--- src/vcr_pkg.sv ---
// Constants and types shared by both ends of the VME configuration register group.
// Assumes one 250 MHz clock and an asynchronous active-low reset at each end.
package vcr_pkg;
  // ----------------------------------------------------------------
  // Register offsets on the register access port
  // ----------------------------------------------------------------
  localparam logic [7:0] OFS_COMM0 = 8'h00;
  localparam logic [7:0] OFS_COMM4 = 8'h04;
  localparam logic [7:0] OFS_COMM_STATUS = 8'h07;
  localparam logic [7:0] OFS_IRQ_REQ = 8'h08;
  localparam logic [7:0] OFS_VEC1 = 8'h09;
  localparam logic [7:0] OFS_VEC7 = 8'h0f;
  localparam logic [7:0] OFS_TIMEOUT = 8'h10;
  localparam logic [7:0] OFS_STROBE_TIMING = 8'h11;
  localparam logic [7:0] OFS_BLOCK_DEF = 8'h12;
  localparam logic [7:0] OFS_IF_CONTROL = 8'h13;
  localparam logic [7:0] OFS_AM_SOURCE = 8'h14;
  // ----------------------------------------------------------------
  // Field positions
  // ----------------------------------------------------------------
  localparam int ST_RO_BIT = 5;
  localparam int ST_HALT_BIT = 6;
  localparam int ST_SYSFAIL_MASK_BIT = 7;
  localparam int IRQ_EN_BIT = 0;
  localparam int TMO_ACQ_BIT = 0;
  localparam int TMO_ARB_BIT = 1;
  localparam int BTD_AM_USER_BIT = 1;
  localparam int BTD_D64_MASTER_BIT = 4;
  localparam int BTD_D64_SLAVE_BIT = 6;
  localparam int CTL_SYSCTL_BIT = 0;
  // ----------------------------------------------------------------
  // Reset values and values the controller programs after reset
  // ----------------------------------------------------------------
  localparam logic [7:0] RST_REG = 8'h00;
  localparam logic [7:0] INIT_COMM_STATUS = 8'h80;
  localparam logic [7:0] INIT_TIMEOUT = 8'h8c;
  localparam logic [7:0] INIT_STROBE_TIMING = 8'hd0;
  localparam logic [7:0] INIT_BLOCK_DEF = 8'h4d;
  localparam logic [7:0] INIT_IF_CONTROL = 8'h00;
  localparam logic [2:0] INIT_STEPS = 3'h5;
  // ----------------------------------------------------------------
  // Controller software port
  // ----------------------------------------------------------------
  localparam logic [3:0] OFS_HOST_ADDR = 4'h0;
  localparam logic [3:0] OFS_HOST_DATA = 4'h4;
  localparam logic [3:0] OFS_HOST_CMD = 4'h8;
  localparam logic [3:0] OFS_HOST_STATUS = 4'hc;
  localparam int CMD_WRITE_BIT = 0;
  localparam int CMD_READ_BIT = 1;
  typedef enum logic [1:0] {
    HS_INIT = 2'b00,
    HS_IDLE = 2'b01,
    HS_RWAIT = 2'b10
  } vcr_host_state_type;
endpackage : vcr_pkg

--- src/vcr_bus_if.sv ---
// Register access link between the controller end and the register group.
// Assumes both ends share clk and reset_n.
`timescale 1ns/1ps
interface vcr_bus_if (
  input wire logic clk,
  input wire logic reset_n
);
  logic [7:0] addr;
  logic [7:0] wdata;
  logic wr;
  logic rd;
  logic [7:0] rdata;
  modport dev (input addr, input wdata, input wr, input rd, output rdata);
  modport host (output addr, output wdata, output wr, output rd, input rdata);
endinterface : vcr_bus_if

--- src/vcr_dev.sv ---
// Configuration and status register group of a VMEbus interface.
// Assumes the local port and the VME port are synchronous to clk.
// How it works
// Comm write sets its status bit
// Software sets sysfail mask after reset
// Status bit 5 read-only, bit 6 halt/reset
// Enabled request write asserts interrupt level
// Disabled request write clears addressed bits
// Acknowledge returns that level's vector
// Timeout bit 0 includes bus acquisition
// System controller flags arbitration timeout
// Software programs local timeout 011
// Software programs VME timeout 100
// Local timeout expires first or off
// Software leaves address strobe assertion zero
// Software sets strobe bit 4, 110
// Software sets dual path, clears turbo
// Bit 1 selects user address modifiers
// Software sets both 256-byte boundary bits
// Bits 4, 6 enable 64-bit master/slave
// Software aligns 2 KB, avoids 64 KB
// Control bit 0 shows controller pin
// Software clears turbo and deadlock bits
// Control bits 7-5 read-modify-write control
// Comm registers reachable from both ports
`timescale 1ns/1ps
module vcr_dev
  import vcr_pkg::*;
(
  // Clock and reset
  input wire logic clk,
  input wire logic reset_n,
  // Local bus register port
  vcr_bus_if.dev bus,
  // VMEbus register port
  input wire logic [7:0] vme_addr,
  input wire logic [7:0] vme_wdata,
  input wire logic vme_wr,
  input wire logic vme_rd,
  output logic [7:0] vme_rdata,
  // Interrupter
  output logic [7:1] vme_irq,
  input wire logic iack,
  input wire logic [2:0] iack_level,
  output logic [7:0] iack_vector,
  output logic iack_valid,
  // Status inputs
  input wire logic sysctl_pin,
  input wire logic halt_status,
  input wire logic arb_timeout,
  // Configuration outputs
  output logic sysfail_assert,
  output logic halt_reset_ctl,
  output logic include_acq_time,
  output logic [2:0] local_timeout_code,
  output logic [2:0] vme_timeout_code,
  output logic [7:0] strobe_timing,
  output logic [7:0] block_def,
  output logic [7:0] block_am_code,
  output logic [2:0] rmw_control,
  output logic [4:0] if_control_misc
);
  // ----------------------------------------------------------------
  // State
  // ----------------------------------------------------------------
  typedef struct packed {
    logic [4:0][7:0] comm;
    logic [7:0] comm_status;
    logic irq_en;
    logic [7:1] irq_req;
    logic [7:1][7:0] vec;
    logic [7:0] tmo;
    logic [7:0] lbt;
    logic [7:0] btd;
    logic [7:0] ifc;
    logic [7:0] ams;
    logic [7:0] lrdata;
    logic [7:0] vrdata;
    logic [7:1] irq_out;
    logic [7:0] vec_out;
    logic vec_valid;
    logic sysfail;
    logic [7:0] am_out;
  } vcr_dev_state_type;

  vcr_dev_state_type s_q;
  vcr_dev_state_type s_d;

  // ----------------------------------------------------------------
  // Access helpers
  // ----------------------------------------------------------------
  function automatic logic [7:0] read_reg(vcr_dev_state_type s, logic [7:0] a, logic pin, logic halt);
    logic [7:0] r;
    r = 8'h00;
    if (a <= OFS_COMM4) begin
      r = s.comm[a[2:0]];
    end else if (a == OFS_COMM_STATUS) begin
      r = s.comm_status;
      r[ST_RO_BIT] = halt;
    end else if (a == OFS_IRQ_REQ) begin
      r = {s.irq_req, s.irq_en};
    end else if (a >= OFS_VEC1 && a <= OFS_VEC7) begin
      r = s.vec[3'(a - OFS_VEC1 + 8'h01)];
    end else if (a == OFS_TIMEOUT) begin
      r = s.tmo;
    end else if (a == OFS_STROBE_TIMING) begin
      r = s.lbt;
    end else if (a == OFS_BLOCK_DEF) begin
      r = s.btd;
    end else if (a == OFS_IF_CONTROL) begin
      r = s.ifc;
      r[CTL_SYSCTL_BIT] = pin;
    end else if (a == OFS_AM_SOURCE) begin
      r = s.ams;
    end
    return r;
  endfunction : read_reg

  function automatic vcr_dev_state_type write_reg(vcr_dev_state_type s, logic [7:0] a, logic [7:0] d);
    vcr_dev_state_type n;
    n = s;
    if (a <= OFS_COMM4) begin
      n.comm[a[2:0]] = d;
    end else if (a == OFS_COMM_STATUS) begin
      n.comm_status = d;
      n.comm_status[ST_RO_BIT] = 1'b0;
    end else if (a == OFS_IRQ_REQ) begin
      n.irq_en = d[IRQ_EN_BIT];
      if (d[IRQ_EN_BIT]) begin
        n.irq_req = s.irq_req | d[7:1];
      end else begin
        n.irq_req = s.irq_req & ~d[7:1];
      end
    end else if (a >= OFS_VEC1 && a <= OFS_VEC7) begin
      n.vec[3'(a - OFS_VEC1 + 8'h01)] = d;
    end else if (a == OFS_TIMEOUT) begin
      n.tmo = d;
    end else if (a == OFS_STROBE_TIMING) begin
      n.lbt = d;
    end else if (a == OFS_BLOCK_DEF) begin
      n.btd = d;
    end else if (a == OFS_IF_CONTROL) begin
      n.ifc = d;
      n.ifc[CTL_SYSCTL_BIT] = 1'b0;
    end else if (a == OFS_AM_SOURCE) begin
      n.ams = d;
    end
    return n;
  endfunction : write_reg

  function automatic logic [4:0] comm_hit(logic w, logic [7:0] a);
    logic [4:0] m;
    m = 5'h00;
    if (w && a <= OFS_COMM4) begin
      m[a[2:0]] = 1'b1;
    end
    return m;
  endfunction : comm_hit

  // ----------------------------------------------------------------
  // Next state
  // ----------------------------------------------------------------
  always_comb begin
    s_d = s_q;
    s_d.vec_valid = 1'b0;
    // Acknowledge clears its request before new writes land
    if (iack && iack_level != 3'h0) begin
      s_d.vec_out = s_q.vec[iack_level];
      s_d.vec_valid = 1'b1;
      s_d.irq_req[iack_level] = 1'b0;
    end
    if (vme_wr) begin
      s_d = write_reg(s_d, vme_addr, vme_wdata);
    end
    if (bus.wr) begin
      s_d = write_reg(s_d, bus.addr, bus.wdata);
    end
    // Hardware sets win over software clears
    s_d.comm_status[4:0] = s_d.comm_status[4:0] | comm_hit(vme_wr, vme_addr)
      | comm_hit(bus.wr, bus.addr);
    if (arb_timeout && sysctl_pin) begin
      s_d.tmo[TMO_ARB_BIT] = 1'b1;
    end
    s_d.lrdata = bus.rd ? read_reg(s_q, bus.addr, sysctl_pin, halt_status) : 8'h00;
    s_d.vrdata = vme_rd ? read_reg(s_q, vme_addr, sysctl_pin, halt_status) : 8'h00;
    s_d.irq_out = s_d.irq_req;
    s_d.sysfail = ~s_d.comm_status[ST_SYSFAIL_MASK_BIT];
    s_d.am_out = s_d.btd[BTD_AM_USER_BIT] ? s_d.ams : 8'h00;
  end

  always_ff @(posedge clk or negedge reset_n) begin
    if (!reset_n) begin
      s_q <= '0;
    end else begin
      s_q <= s_d;
    end
  end

  // ----------------------------------------------------------------
  // Outputs
  // ----------------------------------------------------------------
  assign bus.rdata = s_q.lrdata;
  assign vme_rdata = s_q.vrdata;
  assign vme_irq = s_q.irq_out;
  assign iack_vector = s_q.vec_out;
  assign iack_valid = s_q.vec_valid;
  assign sysfail_assert = s_q.sysfail;
  assign halt_reset_ctl = s_q.comm_status[ST_HALT_BIT];
  assign include_acq_time = s_q.tmo[TMO_ACQ_BIT];
  assign local_timeout_code = s_q.tmo[4:2];
  assign vme_timeout_code = s_q.tmo[7:5];
  assign strobe_timing = s_q.lbt;
  assign block_def = s_q.btd;
  assign block_am_code = s_q.am_out;
  assign rmw_control = s_q.ifc[7:5];
  assign if_control_misc = s_q.ifc[4:0];
endmodule : vcr_dev

--- src/flat_wrapper.sv ---
// flat-port wrapper written by rule: the top's interface ports become plain ports
module vcr_dev_flat import vcr_pkg::*;
  (clk, reset_n, vme_addr, vme_wdata, vme_wr, vme_rd, vme_rdata, vme_irq, iack, iack_level, iack_vector, iack_valid, sysctl_pin, halt_status, arb_timeout, sysfail_assert, halt_reset_ctl, include_acq_time, local_timeout_code, vme_timeout_code, strobe_timing, block_def, block_am_code, rmw_control, if_control_misc, bus_addr, bus_wdata, bus_wr, bus_rd, bus_rdata);
  vcr_bus_if bus_i (.clk(clk), .reset_n(reset_n));
  input wire logic clk;
  input wire logic reset_n;
  input wire logic [7:0] vme_addr;
  input wire logic [7:0] vme_wdata;
  input wire logic vme_wr;
  input wire logic vme_rd;
  output logic [7:0] vme_rdata;
  output logic [7:1] vme_irq;
  input wire logic iack;
  input wire logic [2:0] iack_level;
  output logic [7:0] iack_vector;
  output logic iack_valid;
  input wire logic sysctl_pin;
  input wire logic halt_status;
  input wire logic arb_timeout;
  output logic sysfail_assert;
  output logic halt_reset_ctl;
  output logic include_acq_time;
  output logic [2:0] local_timeout_code;
  output logic [2:0] vme_timeout_code;
  output logic [7:0] strobe_timing;
  output logic [7:0] block_def;
  output logic [7:0] block_am_code;
  output logic [2:0] rmw_control;
  output logic [4:0] if_control_misc;
  input wire logic [$bits(bus_i.addr)-1:0] bus_addr;
  input wire logic [$bits(bus_i.wdata)-1:0] bus_wdata;
  input wire logic [$bits(bus_i.wr)-1:0] bus_wr;
  input wire logic [$bits(bus_i.rd)-1:0] bus_rd;
  output wire logic [$bits(bus_i.rdata)-1:0] bus_rdata;
  assign bus_i.addr = bus_addr;
  assign bus_i.wdata = bus_wdata;
  assign bus_i.wr = bus_wr;
  assign bus_i.rd = bus_rd;
  assign bus_rdata = bus_i.rdata;
  vcr_dev u_core (.clk(clk), .reset_n(reset_n), .bus(bus_i), .vme_addr(vme_addr), .vme_wdata(vme_wdata), .vme_wr(vme_wr), .vme_rd(vme_rd), .vme_rdata(vme_rdata), .vme_irq(vme_irq), .iack(iack), .iack_level(iack_level), .iack_vector(iack_vector), .iack_valid(iack_valid), .sysctl_pin(sysctl_pin), .halt_status(halt_status), .arb_timeout(arb_timeout), .sysfail_assert(sysfail_assert), .halt_reset_ctl(halt_reset_ctl), .include_acq_time(include_acq_time), .local_timeout_code(local_timeout_code), .vme_timeout_code(vme_timeout_code), .strobe_timing(strobe_timing), .block_def(block_def), .block_am_code(block_am_code), .rmw_control(rmw_control), .if_control_misc(if_control_misc));
endmodule
--- config.mk ---
export PLATFORM = sky130hd
export DESIGN_NAME = vcr_dev_flat
export DESIGN_NICKNAME = d
export VERILOG_FILES = /design/src/vcr_pkg.sv /design/src/vcr_bus_if.sv /design/src/vcr_dev.sv /design/src/flat_wrapper.sv
export SDC_FILE = /design/constraint.sdc
export NUM_CORES = 1
export LEC_CHECK = 0
export BUFFER_PORTS_ARGS = -buffer_cell sky130_fd_sc_hd__buf_4
export CAP_MARGIN = 20
export CORE_ASPECT_RATIO = 2
export CORE_MARGIN = 1
export CORE_UTILIZATION = 55
export DETAILED_ROUTE_END_ITERATION = 7
export PLACE_DENSITY = 0.86
export SYNTH_ARGS = -nofsm -noshare
export SYNTH_HDL_FRONTEND = slang
export SYNTH_SLANG_ARGS = --single-unit
--- constraint.sdc ---
create_clock -name clk -period 3.95 [get_ports clk]
set_input_delay 0.79 -clock clk [delete_from_list [all_inputs] [get_ports clk]]
set_output_delay 0.79 -clock clk [all_outputs]
set_load 0.05 [all_outputs]
# Word-level counts from Yosys, hierarchy flattened
# Cells that the tools add are included.
dict set report word_totals {
  regBits 186
  in_bits 45
  elab_cells 175
}
dict set report op_classes {
  n_addsub 4
  magnitude_cmp 16
  eq_ne 14
  muxes 92
  bitwise_logic 11
  reduce_logical 12
}
# operator n
set op_table {}
lappend op_table {{2-to-1 mux 193 bit} 2}
lappend op_table {{2-to-1 mux 8 bit} 46}
lappend op_table {{2-to-1 mux 112 bit} 2}
lappend op_table {{2-to-1 mux 104 bit} 2}
lappend op_table {{2-to-1 mux 96 bit} 2}
lappend op_table {{2-to-1 mux 40 bit} 4}
lappend op_table {{binary-select mux 8 bit (select 3 bit)} 5}
lappend op_table {{bitwise mux 56 bit} 2}
lappend op_table {{2-to-1 mux 56 bit} 2}
lappend op_table {{demux 8 bit (select 3 bit)} 4}
lappend op_table {{bitwise mux 40 bit} 2}
lappend op_table {{== test 8 x 5 -> 1 bit, second input constant} 10}
lappend op_table {{2-to-1 mux 32 bit} 2}
lappend op_table {{2-to-1 mux 24 bit} 2}
lappend op_table {{2-to-1 mux 16 bit} 2}
lappend op_table {{AND 7 bit} 3}
lappend op_table {{2-to-1 mux 7 bit} 3}
lappend op_table {{inverter 7 bit} 3}
lappend op_table {{less-than comparator 3 x 4 -> 1 bit, second input constant} 5}
lappend op_table {{== test 8 x 3 -> 1 bit, second input constant} 2}
lappend op_table {{== test 8 x 4 -> 1 bit, second input constant} 2}
lappend op_table {{>= comparator 8 x 4 -> 1 bit, second input constant} 2}
lappend op_table {{less-or-equal comparator 8 x 3 -> 1 bit, second input constant} 2}
lappend op_table {{less-or-equal comparator 8 x 4 -> 1 bit, second input constant} 2}
lappend op_table {{12 further kinds} 36}

# Logic depth before layout (Yosys ltp)
dict set report logic_depth {
  word_depth 25
  mapped_depth 9
  ltp_nobuf 5
}

# Worst setup path after synthesis
# Ideal clock, no wire load.
dict set report synth_timing {
  kind {in2reg}
  start {input vme_addr[5]}
  end {register u_core.s_q, in the netlist u_core.vme_rdata[5]}
  setup_ps 121
  t_arrival_ps 2318
  required_ps 3829
  slack_ps 1511
  stages 7
  n_path_buf 2
  path_cell_list {or3_1 buf_2 buf_6 or4_1 a22o_1 a41oi_1 nor2_1}
}
# item line
set synth_lines {}
lappend synth_lines {{start: declaration} flat_wrapper.sv:7} ;# input wire logic [7:0] vme_addr;
lappend synth_lines {{end signal: assignment} vcr_dev.sv:193} ;# s_q <= '0;
lappend synth_lines {{end signal: assignment} vcr_dev.sv:195} ;# s_q <= s_d;
lappend synth_lines {{end: declaration} vcr_dev.sv:86} ;# vcr_dev_state_type s_q;

==> impl_metrics.yaml <==
sta:
  worst_pin_slew_ns: 1.18
  fin_ws_ns: 0.820
  tns_ns: 0
  fin_crit_sh_pct: 79.2
  period_minus_slack_ns: 3.13
  hold_violations: 0
  slew_viol_final: 0
  final-setup-viol-count: 0
  rsz0062_at_grt: "no"
  finClkSkew_ns: 0.00927
  fin_worst_hold_slack_ns: 0.346
  maxSlewHeadroom_pct: 20.3
  max_freq_mhz: 320
synth:
  syn_avg_cell_area_um2: 9.13
  yosysWarningCount: 0
  yosys.area.top_type: "dfrtp_1"
  synth_most_common_cell: "dfrtp_1"
  yosysUniqueCellTypes: 69
  synth_edf_count: 0
  synthAdderAreaFrac_pct: 0.237
  synth_nets: 1434
  yosys.area.top_type_share_pct: 36.5
  syn_area_um2: 12700
  synth_simple_gate_area_share_pct: 14.7
  synth_top_family_by_area: "multiplexers"
  synth_ff_type: "dfrtp_1"
  synth_area_leaders: "dfrtp_1, mux2i_1, buf_4, o21ai_0, mux2_2"
  synth-compound-area-share_pct: 17.9
  synthTopCellsByCount: "dfrtp_1, mux2i_1, nand2_1"
  yosysSeqAreaShare_pct: 36.5
  synth_xor_area_share_pct: 0
  syn_inst: 1389
  ys_ff_latch: 185
  muxShareOfSynthArea_pct: 21.6
  async_reset_ff_share_pct: 100
critical_path:
  crit_type: "input port to register"
  r2r_cells: 5
  cp-start-kind: "input port"
  path_max_fanout: 57
  worstPathArrival_ns: 3.48
  end_kind: "register"
  crit_required_ns: 4.30
detailed_routing:
  dr.pass1.iters: 8
  remaining_drc_errors: 0
  vias: 11834
  drt_wl_total_um: 53000
  drt-vias-per-instance: 7.10
  ant_nets: 0
  drtIter0Drc: 1208
  wire_per_inst_um: 31.8
place:
  hpwl_um: 36500
  gp_congestion: 1.04
  dp_slack_ns: 0.469
  io_buffers: 117
  dpl_cell_area_um2: 13200
  dpl.cell_count: 1634
hold_path:
  hp-class: "input port to asynchronous set/reset pin"
clock_tree:
  numCtsBuffers: 17
  cts_sinks: 185
  htreeDepth: 4
  worstSkewPairLatency_ns: 0.48
  hold_buffers: 0
  cts_tree: "yes"
  cts_setup_buffers: 0
  cts-root-buf: "clkbuf_16"
  clk_pin_slew_ns: 0.07
  cts_resized: 0
  clk_path_buf_depth: 2
cells_and_area:
  syn_to_final_growth_pct: 9.36
  layout.nets: 1419
  drive_gt1_share_pct: 20.8
  final_cell_count_no_fill: 1667
  design_area_um2: 13900
  nFillCells: 1932
  post-route-util_pct: 61.3
  n_antenna_cell: 0
power:
  p_leak_nw: 6.35
  ir_worst_vdd_v: 0.000381
  powerDensity_nw_per_um2: 392
  power_mw: 5.43
global_route:
  grt_pass1_vias: 11740
  antenna_found_initial: 0
  grt_first_pass_wirelength_um: 76900
  gr-total-overflow: 0
  grt_use_total_pct: 46.6
  grt_max_degree: 84
die:
  rows: 78
  die_y_um: 217
  start_util_pct: 56.0
  boundaryPins: 118
  die_area_um2: 23700
  core_region_area_um2: 22600
  die_w_um: 109
outcome:
  status: "finished clean"
job:
  maxCapViolCount: 0
-- report_power, final --
part           total [mW]  internal (mW)  leakage, nW  switching, mW
Combinational        1.13          0.415         3.53          0.717
Clock                1.98           1.16        0.326          0.815
Sequential           2.32           2.07         2.50          0.251
Total                5.43           3.65         6.35           1.78
-- worst paths after layout --
| path | slack [ns] | start | to |
|---|---|---|---|
| setup / recovery | 0.82 | bus_addr[2] | u_core.block_am_code[4] |
| hold / removal | 0.35 | reset_n | u_core.s_q[153] |
| setup reg to reg | 1.62 | u_core.s_q[189] | u_core.bus.rdata[4] |
| hold reg to reg | 0.48 | u_core.iack_vector[3] | u_core.iack_vector[3] |
| max in group asynchronous | 2.76 | reset_n | u_core.vme_rdata[0] |
| min in group clk | 0.48 | u_core.iack_vector[3] | u_core.iack_vector[3] |
-- cells in the final DEF, fill, tap and decap left out, types with 20 or more instances in the layout --
cell	instances
nand3_1	32
nand2_1	137
mux2i_1	174
nand2b_1	20
dfrtp_1	185
mux4_2	20
nor2b_1	23
mux2_2	47
o21ai_0	109
a21oi_1	95
nor2_1	99
buf_4	161
a22oi_1	31
-- worst max-delay path, stage by stage --
cell	delay, ns
buf_4	0.52
nor4bb_1	1.04
and3_1	0.65
o21ai_0	0.27
nor2b_1	0.18
-- metal layers --
metal  GRT usage, %  wire [um]
met3           15.1       4860
met1           46.1      16200
met5              0          0
met2           73.6      25500
met4           46.4       6430
-- flip-flops by register name, indices dropped and copies added, names as in the netlist --
signal,cells
u_core.halt_reset_ctl,1
u_core.s_q,119
u_core.iack_vector,8
u_core.strobe_timing,8
u_core.rmw_control,3
u_core.block_am_code,8
u_core.bus.rdata,8
u_core.sysfail_assert,1
u_core.vme_rdata,8
u_core.iack_valid,1
u_core.vme_timeout_code,3
u_core.block_def,8
u_core.local_timeout_code,3
u_core.if_control_misc,5
u_core.include_acq_time,1
-- final cells by class --
class | count | area (um^2) | share of cell area (%)
tap | 280 | 350 | 2.53
sequential | 185 | 4630 | 33.4
timing repair buffer | 164 | 1250 | 9.01
inverter | 20 | 75.1 | 0.541
multi-input combinational | 986 | 6900 | 49.8
clock buffer | 19 | 453 | 3.27
clock inverter | 13 | 210 | 1.52
-- kinds of logic after synthesis --
logic type | count (synthesis)
flip-flops | 185
multiplexers | 242
adder cells (fa/ha/maj) | 3
buffers and inverters | 218
AO/OA/AOI/OAI | 360
AND/OR/NAND/NOR | 381
Power figures use the tool's default switching activity.
